<file path="config.mk">
export PLATFORM = sky130hd
export DESIGN_NAME = s3rc_bank
export DESIGN_NICKNAME = d
export VERILOG_FILES = /design/src/hw/s3rc_pkg.sv /design/src/hw/s3rc_decode_if.sv /design/src/hw/s3rc_bank.sv /design/src/hw/s3rc_response_decode.sv /design/src/hw/s3rc_write_guard.sv
export SDC_FILE = /design/constraint.sdc
export NUM_CORES = 1
export LEC_CHECK = 0
export BUFFER_PORTS_ARGS = -buffer_cell sky130_fd_sc_hd__buf_4
export CORE_MARGIN = 4
export CORE_UTILIZATION = 41
export CTS_CLUSTER_SIZE = 14
export DETAILED_ROUTE_END_ITERATION = 10
export PLACE_DENSITY_LB_ADDON = 0.12
export SLEW_MARGIN = 20
export SYNTH_ARGS = -nofsm -noshare
export SYNTH_HDL_FRONTEND = slang
export SYNTH_SLANG_ARGS = --single-unit
</file>
<file path="constraint.sdc">
create_clock -name sys_clk -period 2.45 [get_ports sys_clk]
set_input_delay 0.49 -clock sys_clk [delete_from_list [all_inputs] [get_ports sys_clk]]
set_output_delay 0.49 -clock sys_clk [all_outputs]
set_load 0.03 [all_outputs]
</file>
<file path="src/hw/s3rc_pkg.sv">
/*
 * s3rc_pkg: addresses, field layouts, codes and decode tables of the
 * third stimulus/response configuration registers.
 * Assumes an 8-bit register port and a 20 MHz system clock.
 */
package s3rc_pkg;

    localparam int ADDR_W = 8;
    localparam int DATA_W = 8;

    localparam logic [7:0] RESPONSE_ADDR = 8'h4A;
    localparam logic [7:0] THRESHOLD_ADDR = 8'h4B;
    localparam logic [7:0] DIVIDER_ADDR = 8'h4C;

    localparam logic [7:0] RESPONSE_RESET = 8'h00;
    localparam logic [7:0] THRESHOLD_RESET = 8'h00;
    localparam logic [7:0] DIVIDER_RESET = 8'h00;
    localparam logic [7:0] READ_IDLE = 8'h00;

    // implemented bits of each register
    localparam logic [7:0] RESPONSE_MASK = 8'hFF;
    localparam logic [7:0] THRESHOLD_MASK = 8'h3F;
    localparam logic [7:0] DIVIDER_MASK = 8'h07;

    localparam int SEL_LSB = 0;
    localparam int MAG_LSB = 4;
    localparam int TH_LSB = 0;
    localparam int PUPD_LSB = 4;
    localparam int RATIO_LSB = 0;

    localparam logic [3:0] SEL_REMOVE = 4'h0;
    localparam logic [3:0] SEL_V_PLUS = 4'h1;
    localparam logic [3:0] SEL_V_MINUS = 4'h2;
    localparam logic [3:0] SEL_V_BOTH = 4'h3;
    localparam logic [3:0] SEL_R_PLUS = 4'h4;
    localparam logic [3:0] SEL_RSV_A = 4'h5;
    localparam logic [3:0] SEL_DIV_PLUS = 4'h6;
    localparam logic [3:0] SEL_R_MINUS = 4'h7;
    localparam logic [3:0] SEL_RSV_B = 4'h8;
    localparam logic [3:0] SEL_DIV_MINUS = 4'h9;
    localparam logic [3:0] SEL_BRIDGE = 4'hA;
    localparam logic [3:0] SEL_RSV_C = 4'hB;
    localparam logic [3:0] SEL_DIV_BOTH = 4'hC;
    localparam logic [3:0] SEL_R_BOTH = 4'hD;
    localparam logic [3:0] SEL_PD_CTRL_A = 4'hE;
    localparam logic [3:0] SEL_PD_CTRL_B = 4'hF;

    localparam logic [3:0] MAG_RESERVED = 4'hF;
    localparam logic [3:0] MAG_PULLDOWN = 4'h0;
    localparam logic [3:0] TH_RESERVED = 4'hF;
    localparam logic [2:0] RATIO_RESERVED = 3'h7;

    localparam logic [2:0] TRIG_VBUS_READY = 3'h0;
    localparam logic [2:0] TRIG_VBUS_PRESENT = 3'h7;

    typedef enum logic [5:0] {
        LR_HOLD = 6'b00_0001,
        LR_REMOVE = 6'b00_0010,
        LR_VOLTAGE = 6'b00_0100,
        LR_RES_GND = 6'b00_1000,
        LR_DIVIDER = 6'b01_0000,
        LR_BRIDGE = 6'b10_0000
    } s3rc_line_type;

    typedef enum logic [2:0] {
        PD_HOLD = 3'b001,
        PD_KEEP = 3'b010,
        PD_DROP = 3'b100
    } s3rc_pulldown_type;

    // applied voltage in mV
    function automatic logic [11:0] voltage_mv(input logic [3:0] code);
        case (code)
            4'h1, 4'h2, 4'h3, 4'h4: voltage_mv = 12'h190;
            4'h5: voltage_mv = 12'h1F4;
            4'h6: voltage_mv = 12'h258;
            4'h7: voltage_mv = 12'h2BC;
            4'h8: voltage_mv = 12'h320;
            4'h9: voltage_mv = 12'h384;
            4'hA: voltage_mv = 12'h578;
            4'hB: voltage_mv = 12'h640;
            4'hC: voltage_mv = 12'h708;
            4'hD: voltage_mv = 12'h7D0;
            4'hE: voltage_mv = 12'h898;
            default: voltage_mv = 12'h000;
        endcase
    endfunction

    // detection threshold in mV
    function automatic logic [11:0] threshold_mv(input logic [3:0] code);
        case (code)
            4'h0, 4'h1, 4'h2: threshold_mv = 12'h190;
            4'h3: threshold_mv = 12'h12C;
            default: threshold_mv = voltage_mv(code);
        endcase
    endfunction

    // resistor to ground in units of 100 ohm
    function automatic logic [11:0] resistor_hecto(input logic [3:0] code);
        case (code)
            4'h0: resistor_hecto = 12'h012;
            4'h1: resistor_hecto = 12'h064;
            4'h2: resistor_hecto = 12'h096;
            4'h3: resistor_hecto = 12'h0C8;
            4'h4: resistor_hecto = 12'h0FA;
            4'h5: resistor_hecto = 12'h12C;
            4'h6: resistor_hecto = 12'h190;
            4'h7: resistor_hecto = 12'h1AE;
            4'h8: resistor_hecto = 12'h1F4;
            4'h9: resistor_hecto = 12'h258;
            4'hA: resistor_hecto = 12'h2EE;
            4'hB: resistor_hecto = 12'h320;
            4'hC: resistor_hecto = 12'h3E8;
            4'hD: resistor_hecto = 12'h4B0;
            4'hE: resistor_hecto = 12'h5DC;
            default: resistor_hecto = 12'h000;
        endcase
    endfunction

    // minimum divider total in units of 100 ohm
    function automatic logic [11:0] divider_hecto(input logic [3:0] code);
        if (code == MAG_RESERVED) begin
            divider_hecto = 12'h000;
        end else if (code[2]) begin
            divider_hecto = 12'h7D0;
        end else begin
            case (code[1:0])
                2'h0: divider_hecto = 12'h3A2;
                2'h1: divider_hecto = 12'h3E8;
                2'h2: divider_hecto = 12'h4E2;
                default: divider_hecto = 12'h5DC;
            endcase
        end
    endfunction

    // pull-down current in uA
    function automatic logic [7:0] current_ua(input logic [1:0] code);
        case (code)
            2'h0: current_ua = 8'h0A;
            2'h1: current_ua = 8'h32;
            2'h2: current_ua = 8'h64;
            default: current_ua = 8'h96;
        endcase
    endfunction

endpackage

</file>
<file path="src/hw/s3rc_decode_if.sv">
/*
 * s3rc_decode_if: carries the stored response setup to the decoder
 * and its per-line result back to the register bank.
 * Assumes both ends sit in the sys_clk domain.
 */
`timescale 1ns/1ps
interface s3rc_decode_if;
    import s3rc_pkg::*;
    logic [3:0] select;
    logic [3:0] magnitude;
    logic [2:0] trigger;
    logic [1:0] prior;
    s3rc_line_type plus_line;
    s3rc_line_type minus_line;
    s3rc_pulldown_type plus_pd;
    s3rc_pulldown_type minus_pd;
    logic [11:0] level;

    modport bank (output select, magnitude, trigger, prior,
                  input plus_line, minus_line, plus_pd, minus_pd, level);
    modport decoder (input select, magnitude, trigger, prior,
                     output plus_line, minus_line, plus_pd, minus_pd, level);
endinterface

</file>
<file path="src/hw/s3rc_bank.sv">
/*
 * s3rc_bank: third stimulus/response configuration register bank with its
 * decoded line controls, pull-down current, threshold and divider ratio.
 * Assumes a plain register port (read data one cycle after the strobe) and
 * that trigger select, prior-response flags and legacy profile state come
 * from neighbouring sequencer logic, synchronous to sys_clk.
 */
// Our own choice: the address-and-strobe port.
// Functional notes
// writes carrying a reserved code leave that field at its previous value.
// voltage responses: magnitude gives pull-down or 400 to 2200 mV; 1111 reserved.
// resistor-to-ground responses: magnitude gives 1.8 k to 150 k; 1111 reserved.
// divider responses: magnitude gives minimum divider total 93 k to 200 k.
// select 0000 removes, 0001/0010/0011 apply voltage; 0101,1000,1011 reserved.
// codes 0100,0111,1101 resistor to ground; 1010 bridge resistor between lines.
// codes 0110,1001,1100 connect VBUS divider tapped on plus, minus, both.
// codes 1110/1111 keep pull-downs on trigger 000, drop on 111, else hold.
// single-line response keeps that line's pull-down only on trigger 000 when free.
// voltage response at magnitude 0000 uses pull-down current 10/50/100/150 uA.
// threshold 300 to 2200 mV, 1111 reserved, ignored on trigger 000 or 111.
// pull-down current and threshold frozen and disregarded while a legacy profile runs.
// unimplemented bits read zero and ignore writes.
`timescale 1ns/1ps
module s3rc_bank (
    input wire logic sys_clk,
    input wire logic rst,
    input wire logic [s3rc_pkg::ADDR_W-1:0] reg_addr,
    input wire logic [s3rc_pkg::DATA_W-1:0] reg_wdata,
    input wire logic reg_write,
    input wire logic reg_read,
    output logic [s3rc_pkg::DATA_W-1:0] reg_rdata,
    input wire logic [2:0] third_trigger_select,
    input wire logic [1:0] prior_response_present,
    input wire logic legacy_profile_active,
    output s3rc_pkg::s3rc_line_type downstream_plus_line,
    output s3rc_pkg::s3rc_line_type downstream_minus_line,
    output s3rc_pkg::s3rc_pulldown_type plus_reset_pulldown,
    output s3rc_pkg::s3rc_pulldown_type minus_reset_pulldown,
    output logic [11:0] response_level,
    output logic [7:0] third_pulldown_current,
    output logic pulldown_current_valid,
    output logic [11:0] third_detect_threshold,
    output logic threshold_valid,
    output logic [2:0] third_divider_ratio
);
    import s3rc_pkg::*;

    logic [7:0] response_reg;
    logic [7:0] threshold_reg;
    logic [7:0] divider_reg;
    logic [7:0] response_next;
    logic [7:0] threshold_next;
    logic [7:0] divider_next;
    logic [7:0] rdata_next;
    logic pulldown_use;
    logic threshold_use;

    s3rc_decode_if dec_bus ();

    s3rc_write_guard u_guard (
        .reg_write(reg_write),
        .reg_addr(reg_addr),
        .reg_wdata(reg_wdata),
        .response_reg(response_reg),
        .threshold_reg(threshold_reg),
        .divider_reg(divider_reg),
        .response_next(response_next),
        .threshold_next(threshold_next),
        .divider_next(divider_next)
    );

    s3rc_response_decode u_decode (
        .dec(dec_bus.decoder)
    );

    assign dec_bus.select = response_reg[SEL_LSB +: 4];
    assign dec_bus.magnitude = response_reg[MAG_LSB +: 4];
    assign dec_bus.trigger = third_trigger_select;
    assign dec_bus.prior = prior_response_present;

    always_ff @(posedge sys_clk) begin
        if (rst) begin
            response_reg <= RESPONSE_RESET;
            threshold_reg <= THRESHOLD_RESET;
            divider_reg <= DIVIDER_RESET;
        end else begin
            response_reg <= response_next;
            threshold_reg <= threshold_next;
            divider_reg <= divider_next;
        end
    end

    always_comb begin
        rdata_next = READ_IDLE;
        if (reg_read) begin
            case (reg_addr)
                RESPONSE_ADDR: rdata_next = response_reg & RESPONSE_MASK;
                THRESHOLD_ADDR: rdata_next = threshold_reg & THRESHOLD_MASK;
                DIVIDER_ADDR: rdata_next = divider_reg & DIVIDER_MASK;
                default: rdata_next = READ_IDLE;
            endcase
        end
    end

    always_ff @(posedge sys_clk) begin
        if (rst) begin
            reg_rdata <= READ_IDLE;
        end else begin
            reg_rdata <= rdata_next;
        end
    end

    // line controls follow the stored setup one cycle later
    always_ff @(posedge sys_clk) begin
        if (rst) begin
            downstream_plus_line <= LR_HOLD;
            downstream_minus_line <= LR_HOLD;
            plus_reset_pulldown <= PD_HOLD;
            minus_reset_pulldown <= PD_HOLD;
            response_level <= 12'h000;
            third_divider_ratio <= DIVIDER_RESET[2:0];
        end else begin
            downstream_plus_line <= dec_bus.plus_line;
            downstream_minus_line <= dec_bus.minus_line;
            plus_reset_pulldown <= dec_bus.plus_pd;
            minus_reset_pulldown <= dec_bus.minus_pd;
            response_level <= dec_bus.level;
            third_divider_ratio <= divider_reg[RATIO_LSB +: 3];
        end
    end

    assign pulldown_use = dec_bus.select <= SEL_V_BOTH && dec_bus.select != SEL_REMOVE
                          && dec_bus.magnitude == MAG_PULLDOWN;
    assign threshold_use = third_trigger_select != TRIG_VBUS_READY && third_trigger_select != TRIG_VBUS_PRESENT;

    // profile-gated settings: frozen while a legacy profile runs
    always_ff @(posedge sys_clk) begin
        if (rst) begin
            third_pulldown_current <= current_ua(THRESHOLD_RESET[PUPD_LSB +: 2]);
            third_detect_threshold <= threshold_mv(THRESHOLD_RESET[TH_LSB +: 4]);
            pulldown_current_valid <= 1'b0;
            threshold_valid <= 1'b0;
        end else if (legacy_profile_active) begin
            pulldown_current_valid <= 1'b0;
            threshold_valid <= 1'b0;
        end else begin
            third_pulldown_current <= current_ua(threshold_reg[PUPD_LSB +: 2]);
            third_detect_threshold <= threshold_mv(threshold_reg[TH_LSB +: 4]);
            pulldown_current_valid <= pulldown_use;
            threshold_valid <= threshold_use;
        end
    end
endmodule

</file>
<file path="src/hw/s3rc_response_decode.sv">
/*
 * s3rc_response_decode: turns the response select, magnitude and trigger
 * into an action and reset pull-down decision for each data line.
 * Assumes reserved codes never reach it (the write guard refuses them).
 */
`timescale 1ns/1ps
module s3rc_response_decode (
    s3rc_decode_if.decoder dec
);
    import s3rc_pkg::*;

    s3rc_line_type kind;
    logic hit_plus;
    logic hit_minus;
    logic pd_ctrl;

    // single-line rule: keep the reset pull-down only on a ready trigger with nothing else on the line
    function automatic s3rc_pulldown_type line_pd(input logic [2:0] trig, input logic prior);
        if (trig == TRIG_VBUS_READY && !prior) begin
            line_pd = PD_KEEP;
        end else if (prior) begin
            line_pd = PD_HOLD;
        end else begin
            line_pd = PD_DROP;
        end
    endfunction

    always_comb begin
        kind = LR_HOLD;
        hit_plus = 1'b0;
        hit_minus = 1'b0;
        pd_ctrl = 1'b0;
        case (dec.select)
            SEL_REMOVE: begin
                kind = LR_REMOVE;
                hit_plus = 1'b1;
                hit_minus = 1'b1;
            end
            SEL_V_PLUS, SEL_V_MINUS, SEL_V_BOTH: begin
                kind = LR_VOLTAGE;
                hit_plus = dec.select[0];
                hit_minus = dec.select[1];
            end
            SEL_R_PLUS, SEL_R_MINUS, SEL_R_BOTH: begin
                kind = LR_RES_GND;
                hit_plus = dec.select != SEL_R_MINUS;
                hit_minus = dec.select != SEL_R_PLUS;
            end
            SEL_DIV_PLUS, SEL_DIV_MINUS, SEL_DIV_BOTH: begin
                kind = LR_DIVIDER;
                hit_plus = dec.select != SEL_DIV_MINUS;
                hit_minus = dec.select != SEL_DIV_PLUS;
            end
            SEL_BRIDGE: begin
                kind = LR_BRIDGE;
                hit_plus = 1'b1;
                hit_minus = 1'b1;
            end
            SEL_PD_CTRL_A, SEL_PD_CTRL_B: begin
                pd_ctrl = 1'b1;
            end
            default: begin
                kind = LR_HOLD;
            end
        endcase
    end

    always_comb begin
        dec.plus_line = hit_plus ? kind : LR_HOLD;
        dec.minus_line = hit_minus ? kind : LR_HOLD;
        dec.plus_pd = PD_HOLD;
        dec.minus_pd = PD_HOLD;
        if (pd_ctrl) begin
            if (dec.trigger == TRIG_VBUS_READY) begin
                dec.plus_pd = PD_KEEP;
                dec.minus_pd = PD_KEEP;
            end else if (dec.trigger == TRIG_VBUS_PRESENT) begin
                dec.plus_pd = PD_DROP;
                dec.minus_pd = PD_DROP;
            end
        end else if (kind != LR_REMOVE) begin
            if (hit_plus) begin
                dec.plus_pd = line_pd(dec.trigger, dec.prior[0]);
            end
            if (hit_minus) begin
                dec.minus_pd = line_pd(dec.trigger, dec.prior[1]);
            end
        end
    end

    always_comb begin
        case (kind)
            LR_VOLTAGE: dec.level = voltage_mv(dec.magnitude);
            LR_RES_GND: dec.level = resistor_hecto(dec.magnitude);
            LR_DIVIDER: dec.level = divider_hecto(dec.magnitude);
            default: dec.level = 12'h000;
        endcase
    end

endmodule

</file>
<file path="src/hw/s3rc_write_guard.sv">
/*
 * s3rc_write_guard: forms the next value of each register on a write,
 * refusing each field separately when it carries a reserved code.
 * Assumes one-cycle write strobes on the register port.
 */
`timescale 1ns/1ps
module s3rc_write_guard (
    input wire logic reg_write,
    input wire logic [s3rc_pkg::ADDR_W-1:0] reg_addr,
    input wire logic [s3rc_pkg::DATA_W-1:0] reg_wdata,
    input wire logic [7:0] response_reg,
    input wire logic [7:0] threshold_reg,
    input wire logic [7:0] divider_reg,
    output logic [7:0] response_next,
    output logic [7:0] threshold_next,
    output logic [7:0] divider_next
);
    import s3rc_pkg::*;

    logic [3:0] new_mag;
    logic [3:0] new_sel;
    logic [3:0] new_th;
    logic [1:0] new_pupd;
    logic [2:0] new_ratio;

    assign new_mag = reg_wdata[MAG_LSB +: 4];
    assign new_sel = reg_wdata[SEL_LSB +: 4];
    assign new_th = reg_wdata[TH_LSB +: 4];
    assign new_pupd = reg_wdata[PUPD_LSB +: 2];
    assign new_ratio = reg_wdata[RATIO_LSB +: 3];

    always_comb begin
        response_next = response_reg;
        threshold_next = threshold_reg;
        divider_next = divider_reg;
        if (reg_write && reg_addr == RESPONSE_ADDR) begin
            if (new_mag != MAG_RESERVED) begin
                response_next[MAG_LSB +: 4] = new_mag;
            end
            if (new_sel != SEL_RSV_A && new_sel != SEL_RSV_B && new_sel != SEL_RSV_C) begin
                response_next[SEL_LSB +: 4] = new_sel;
            end
        end
        if (reg_write && reg_addr == THRESHOLD_ADDR) begin
            threshold_next[PUPD_LSB +: 2] = new_pupd;
            if (new_th != TH_RESERVED) begin
                threshold_next[TH_LSB +: 4] = new_th;
            end
        end
        if (reg_write && reg_addr == DIVIDER_ADDR && new_ratio != RATIO_RESERVED) begin
            divider_next[RATIO_LSB +: 3] = new_ratio;
        end
        threshold_next = threshold_next & THRESHOLD_MASK;
        divider_next = divider_next & DIVIDER_MASK;
    end

endmodule

</file>
==> results of run 1 <==
==> cell type report <==
cell class | count | area [um^2]
multi-input combinational | 329 | 2140
sequential | 106 | 2120
clock inverter | 3 | 22.5
timing repair buffer | 128 | 961
tap | 140 | 175
clock buffer | 13 | 169
fill | 1049 | 5150
inverter | 25 | 98.8
==> placed cells by master (no fill, tap or decap), types with 12 or more instances in the layout <==
| cell | count |
|---|---|
| a21oi_1 | 28 |
| buf_4 | 128 |
| clkbuf_8 | 12 |
| dfxtp_1 | 106 |
| ha_1 | 17 |
| inv_1 | 22 |
| mux2i_1 | 12 |
| nand2_1 | 37 |
| nor2_1 | 66 |
| nor2b_1 | 16 |
| o21ai_0 | 23 |
==> synth_stat cells (6+ instances only) <==
cell type,instances,area (um^2)
a21oi_1,28,140
clkbuf_1,17,63.8
nor2_1,66,248
a222oi_1,8,80.1
inv_1,22,82.6
nor3b_1,7,52.6
dfxtp_1,106,2120
mux2i_1,12,120
o22ai_1,6,37.5
ha_1,18,225
nor3_1,9,45.0
nor2b_1,16,100
nand2_1,37,139
buf_2,9,45.0
o21ai_0,23,115
and3_1,9,56.3
==> through the flow <==
stage	instance area [um^2]	setup TNS, ps	setup WS [ps]	power [W]	cells
after floorplan	4580	0	21.4	0.00187	500
after global placement	5500	-909	-159	0.00194	728
after detailed placement	5500	-1070	-133	0.00194	728
after CTS	5690	0	274	0.00296	744
after global routing	5690	0	116	0.00304	744
final	5690	0	287	0.00293	744
==> critical path: cells and delay by family <==
kind / cells / cell delay [ps]
and+or+nand+nor: 2 / 470
adders and majority gates: 1 / 240
AOI/OAI and AO/OA: 2 / 260
muxes: 1 / 230
buffers and inverters: 5 / 720
==> power breakdown <==
part / total, W / internal (W) / leakage, nW / switching [W]
clock: 0.00102 / 0.000454 / 0.0879 / 0.000571
combinational: 0.000164 / 0.0000655 / 1.52 / 0.0000986
sequential: 0.00174 / 0.00173 / 0.856 / 0.00000477
==> worst max-delay path by stage <==
stage / from / end / slack (ps) / depth (start not counted)
floorplan: reg_addr[2] / flop / 20 / 8
global placement: reg_addr[7] / flop / -160 / 9
detailed placement: reg_addr[7] / flop / -130 / 11
CTS: reg_addr[7] / flop / 270 / 11
global route: reg_addr[7] / flop / 120 / 11
finish: reg_addr[7] / flop / 290 / 11
==> per-layer routing <==
metal | GRT usage (%) | wire length [um] | vias to the layer above
met1 | 25.3 | 5490 | 1797
met3 | 2.73 | 413 | 12
met2 | 29.2 | 5350 | 64
met4 | 6.89 | 177 | 0
li1 | - | - | 1927
met5 | 0 | 0 | -
==> cell families (layout without fill, tap and decap cells) <==
group | count (synthesis) | count (layout)
AOI/OAI and AO/OA | 112 | 112
xor gates and xnor gates | 3 | 3
adders and majority gates | 18 | 18
buffers and inverters | 65 | 169
DFF | 106 | 106
muxes | 18 | 18
other | 1 | 4
and+or+nand+nor | 174 | 174
==> summary.md, run 1 <==
| Metric | Value |
|---|---|
| Status | complete, no violations |
| Endpoints failing setup | 0 |
| RSZ-0062 raised after global routing | no |
| Die Y | about 110 um |
| Post-CTS Setup Repair Bufs | 0 |
| First-pass GRT wire length | 18900 um |
| Placer Congestion | slightly above 0.8 |
| Leak | around 2.5 nW |
| Worst Path Arrival | about 2400 ps |
| Gr ovfl total | 0 |
| Clock buffer depth | 2 |
| Synth async-reset ratio | 0% |
| Share of cells above drive strength 1 | between 20% and 30% |
| Setup crit end kind | flop |
| # diodes | 0 |
| CP Launch Type | input port |
| Num ports | 89 |
| Number of global-route vias before repair | 3703 |
| Critical path required time | ~2700 ps |
| Rows | 38 |
| Vias per cell | 5.11 |
| Yosys warning total | 0 |
| Clock Tree Root | clkbuf_8 |
| Period minus WS final | 2160 ps |
| CTS resizes | 0 |
| Nets | 643 |
| Routed wire per std cell | ~15 um |
| Critical Path Fanout Max | 10 |
| Clk slew on worst S/H paths | 100 ps |
| Initial antenna violation count | 0 |
| Synthesized area | about 4500 um^2 |
| Max VDD drop | 0.250 mV |
| Slowest stage cell, crit path | nor4_2 |
| Hold path depth | 3 |
| DRT antenna net count | 0 |
| Final Skew | 8.57 ps |
| DRT iter0 DRCs | 267 |
| Core Area | 10800 um^2 |
| Worst path max stage delay | around 300 ps |
| CTS buffer count | 9 |
| Simple-gate share of the synthesized area | 19.3% |
| Reg2reg end | response_level[10]$_SDFF_PP0_ |
| CP Cell Sequence | buf_4 > nor4_2 > buf_4 > and4_1 > buf_4 > mux2i_4 > buf_4 > inv_4 > ha_1 > a211oi_1 > a21oi_1 |
| Die ar. | ~13000 um^2 |
| Post-synth EDFFs | 0 |
| Post-synthesis xor/xnor area fraction | less than 1% |
| Post-synth cell types | between 50 and 60 |
| Fmax | 462 MHz |
| Reg2Reg Depth | 5 |
| GRT Resource Usage Total | 18.4% |
| Max_slew headroom | 63.9% |
| Adder-cell share of the synthesized area | under 10% |
| Register-to-register setup slack | 520 ps |
| TritonRoute pass-1 iters | 4 |
| Worst skew pair latency | about 360 ps |
| Max-cap violations | 0 |
| Seq cells post-synth | 106 |
| Hold EP | plus_reset_pulldown[0]$_SDFF_PP1_ |
| Worst path most repeated cell | buf_4 |
| Drt drc | 0 |
| HPWL after detailed placement | 8960 um |
| Final Max Slew Viols | 0 |
| Htree depth | 3 |
| Min Hold Slack | approximately 390 ps |
| Hold WC Path Type | input port to flop |
| WS Path Type | input port to flop |
| Largest family of logic cells by synthesized area | simple AND/OR/NAND/NOR gates |
| # port buffers | 84 |
| Pwr dens | about 510 nW/um^2 |
| Least-Margin Pin Slew | between 500 and 600 ps |
| Final Hold Fails | 0 |
| Horiz. Die Dim | between 100 and 150 um |
| Layout area overhead | 25.1% |
| Post-synth top flop | dfxtp_1 |
| Syn Area/Cell | slightly above 9 um^2 |
| Fin crit share | 88.3% |
| Vias post-DR | 3800 |
| Seq/Total Area, Yosys | a little under half |
| Worst Hold Launch | prior_response_present[0] |
| Pin count of the biggest net entering global routing | 30 |
| CTS tree | yes |
| Hold buffers post-CTS | 0 |
| Multiplexer share of the synthesized area | approximately 4.6% |
| Clock sink count | 106 |
| Routed Wire Length | 11400 um |
| Compound-gate portion of the synthesized area | 17.0% |
| Finished Core Util | between 50 and 60% |
| Initial Util | a little over two fifths |
| Syn Inst Count | 497 |
| Worst r2r src | response_reg[1]$_SDFFE_PP0P_ |
Note: power is estimated with default switching activity, not from simulation.
==> inputs of run 2 (changes only) <==
--- a/config.mk
+++ b/config.mk
@@ -5,6 +5,7 @@
 export SDC_FILE = /design/constraint.sdc
 export NUM_CORES = 1
 export LEC_CHECK = 0
+export ABC_AREA = 1
 export BUFFER_PORTS_ARGS = -buffer_cell sky130_fd_sc_hd__buf_4
 export CORE_MARGIN = 4
 export CORE_UTILIZATION = 41
==> summary.md, run 2 <==
| Metric | Value |
|---|---|
| Routed wire per std cell | 13.7 um (was 15.4 um) |
| Top cells by area, synth | dfxtp_1, nand2_1, inv_1 (was dfxtp_1, nor2_1, ha_1) |
| Hold buffers post-CTS | 0 (unchanged) |
| Area leader, netlist | dfxtp_1 (unchanged) |
| Yosys warning total | 0 (unchanged) |
| Initial antenna violation count | 0 (unchanged) |
| Vias per cell | 4.88 (was 5.11) |
| Pwr Total | 0.00348 W (was 0.00293 W) |
| Rows | 39 (was 38) |
| Synthesized area | 4760 um^2 (was 4550 um^2) |
| Pin count of the biggest net entering global routing | 23 (was 30) |
| Final Hold Fails | 0 (unchanged) |
| Finished Core Util | 51.7% (was 52.5%) |
| Clk slew on worst S/H paths | 70 ps (was 100 ps) |
| HPWL after detailed placement | 9340 um (was 8960 um) |
| DRT iter0 DRCs | 251 (was 267) |
| Crit-path leading delay family | simple AND/OR/NAND/NOR gates (was buffers and inverters) |
| Fin crit share | 85.6% (was 88.3%) |
| CP Launch Type | input port (unchanged) |
| Multiplexer share of the synthesized area | 0% (was 4.62%) |
| Core Area | 11400 um^2 (was 10800 um^2) |
| Worst path max stage delay | 310 ps (was 300 ps) |
| Slowest stage cell, crit path | or2_2 (was nor4_2) |
| Status | complete, no violations (unchanged) |
| Final Max Slew Viols | 0 (unchanged) |
| Routed Wire Length | 12100 um (was 11400 um) |
| Horiz. Die Dim | 116 um (was 113 um) |
| Post-synth top flop | dfxtp_1 (unchanged) |
| Fillers | 1137 (was 1049) |
| Placer Congestion | 0.895 (was 0.820) |
| Number of global-route vias before repair | 4192 (was 3703) |
| Most instantiated cells after synthesis | nand2_1, dfxtp_1, inv_1, nor2_1, nand3_1 (was dfxtp_1, nor2_1, nand2_1, a21oi_1, o21ai_0) |
| Post-CTS Setup Repair Bufs | 0 (unchanged) |
| Setup crit end kind | flop (unchanged) |
| Setup TNS | 0 ps (unchanged) |
| Worst path depth | 13 (was 11) |
| Placed Area | 5550 um^2 (was 5500 um^2) |
| CTS resizes | 0 (unchanged) |
| Syn Inst Count | 644 (was 497) |
| Worst r2r src | response_reg[5]$_SDFFE_PP0N_ (was response_reg[1]$_SDFFE_PP0P_) |
| Num ports | 89 (unchanged) |
| Leak | 2.91 nW (was 2.47 nW) |
| Post-synth top area share | 44.6% (was 46.7%) |
| Syn Area/Cell | 7.39 um^2 (was 9.15 um^2) |
| Nets | 780 (was 643) |
| Htree depth | 3 (unchanged) |
| Critical Path Fanout Max | 6 (was 10) |
| Post-synthesis xor/xnor area fraction | 0% (was 0.578%) |
| CTS tree | yes (unchanged) |
| Clock Tree Root | clkbuf_16 (was clkbuf_8) |
| CP bufs+invs | 3 (was 5) |
| Max-cap violations | 0 (unchanged) |
| Placement Setup Slack | -4.52 ps (was -133 ps) |
| Top-count cell post-synth | nand2_1 (was dfxtp_1) |
| RSZ-0062 raised after global routing | no (unchanged) |
| Register-to-register setup slack | 730 ps (was 520 ps) |
| Drt drc | 0 (unchanged) |
| # diodes | 0 (unchanged) |
| Gr ovfl total | 0 (unchanged) |
| Max VDD drop | 0.404 mV (was 0.250 mV) |
| Vias post-DR | 4310 (was 3800) |
| First-pass GRT wire length | 19800 um (was 18900 um) |
| TritonRoute pass-1 iters | 5 (was 4) |
| Critical path startpoint | reg_addr[7] (unchanged) |
| Simple-gate share of the synthesized area | 32.5% (was 19.3%) |
| Seq/Total Area, Yosys | 44.6% (was 46.7%) |
| Pwr dens | 592 nW/um^2 (was 514 nW/um^2) |
| Die ar. | 13400 um^2 (was 12800 um^2) |
| Share of cells above drive strength 1 | 20.6% (was 27.8%) |
| GRT Resource Usage Total | 18.7% (was 18.4%) |
| Post-synth cell types | 37 (was 59) |
| Final Skew | 7.37 ps (was 8.57 ps) |
| Die Y | 116 um (was 113 um) |
| Setup WS post-layout | 354 ps (was 287 ps) |
| Hold WC Path Type | input port to flop (unchanged) |
| # port buffers | 84 (unchanged) |
| Critical path required time | 2700 ps (was 2710 ps) |
| Initial Util | 41.8% (was 41.9%) |
| DRT antenna net count | 0 (unchanged) |
| Fmax | 477 MHz (was 462 MHz) |
| Seq cells post-synth | 106 (unchanged) |
| Layout area overhead | 23.6% (was 25.1%) |
| Period minus WS final | 2100 ps (was 2160 ps) |
| Final instance area | 5880 um^2 (was 5690 um^2) |
| Clock buffer depth | 2 (unchanged) |
| Compound-gate portion of the synthesized area | 9.28% (was 17.0%) |
| CP Cell Sequence | buf_4 > inv_1 > nand2_1 > nor2_2 > nand2_1 > nor2_1 > nand3_1 > nand3_1 > inv_1 > ha_1 > or2_2 > nand3_1 > nand2_1 (was buf_4 > nor4_2 > buf_4 > and4_1 > buf_4 > mux2i_4 > buf_4 > inv_4 > ha_1 > a211oi_1 > a21oi_1) |
| Synth async-reset ratio | 0% (unchanged) |
| WS Path Type | input port to flop (unchanged) |
| Clock sink count | 106 (unchanged) |
| CTS buffer count | 9 (unchanged) |
| Most frequent cells in the layout | nand2_1, dfxtp_1, buf_4, inv_1, nor2_1 (was buf_4, dfxtp_1, nor2_1, nand2_1, a21oi_1) |
| Commonest non-fill, non-tap cell in the layout | nand2_1 (was buf_4) |
| Worst Path Arrival | 2350 ps (was 2420 ps) |
| Endpoints failing setup | 0 (unchanged) |
| Worst skew pair latency | 360 ps (about the same) |
| Largest family of logic cells by synthesized area | simple AND/OR/NAND/NOR gates (unchanged) |
| Post-synth EDFFs | 0 (unchanged) |
| Reg2Reg Depth | 10 (was 5) |
| Adder-cell share of the synthesized area | 4.73% (was 4.95%) |
==> run 2: cell count changes in the layout (fill, tap and decap cells not counted), moves of 16 or more <==
cell,before,now
nand3_1,4,48
nor2b_1,16,0
inv_1,22,74
buf_4,128,95
nand2_1,37,186
==> run 2: report_power, final <==
| part | switching (W) | total [W] | leakage [nW] | internal, W |
|---|---|---|---|---|
| combinational | 0.000133 | 0.000204 | 1.90 | 0.0000705 |
| sequential | 0.00000777 | 0.00175 | 0.858 | 0.00174 |
| clock | 0.000707 | 0.00153 | 0.159 | 0.000824 |
==> run 2: logic make-up after synthesis <==
| logic type | after synthesis |
|---|---|
| and+or+nand+nor | 338 |
| DFF | 106 |
| buffers and inverters | 100 |
| AOI/OAI and AO/OA | 81 |
| adders and majority gates | 18 |
| other | 1 |
==> run 2: per-stage QoR <==
stage | hold slack (ps) | std cells
detailed placement | 435 | 868
global placement | 425 | 868
finish | 428 | 884
floorplan | 409 | 647
global route | 445 | 884
CTS | 421 | 884
==> run 2: cell type report <==
type / count / area [um^2] / area share, %
clock buffer: 9 / 225 / 3.83
sequential: 106 / 2120 / 36.1
inverter: 83 / 312 / 5.30
clock inverter: 7 / 101 / 1.72
tap: 143 / 179 / 3.04
multi-input combinational: 441 / 2230 / 37.9
timing repair buffer: 95 / 713 / 12.1
==> run 2: worst min path at each step <==
stage,startpoint,endpoint,cells after the start
floorplan,flop,response_level[11]$_SDFF_PP0_,2
global placement,flop,response_level[11]$_SDFF_PP0_,2
detailed placement,flop,response_level[11]$_SDFF_PP0_,2
CTS,third_trigger_select[1],minus_reset_pulldown[1]$_SDFF_PP0_,4
global route,third_trigger_select[1],minus_reset_pulldown[1]$_SDFF_PP0_,4
finish,third_trigger_select[1],minus_reset_pulldown[1]$_SDFF_PP0_,4
==> run 2: worst min-delay path: cells and delay by family <==
kind / cells / cell delay, ps
AND/OR/NAND/NOR: 2 / 120
buffers and inverters: 1 / 80
AO/OA/AOI/OAI: 1 / 40
==> run 2: metal layers <==
layer  track usage (%)  vias up  part of all wire, %
li1                  -     2211                    -
met1              23.9     1949                   46
met2              30.4      134                   44
met3              4.44       16                  7.4
met4              8.20        0                  1.9
met5                 0        -                    0
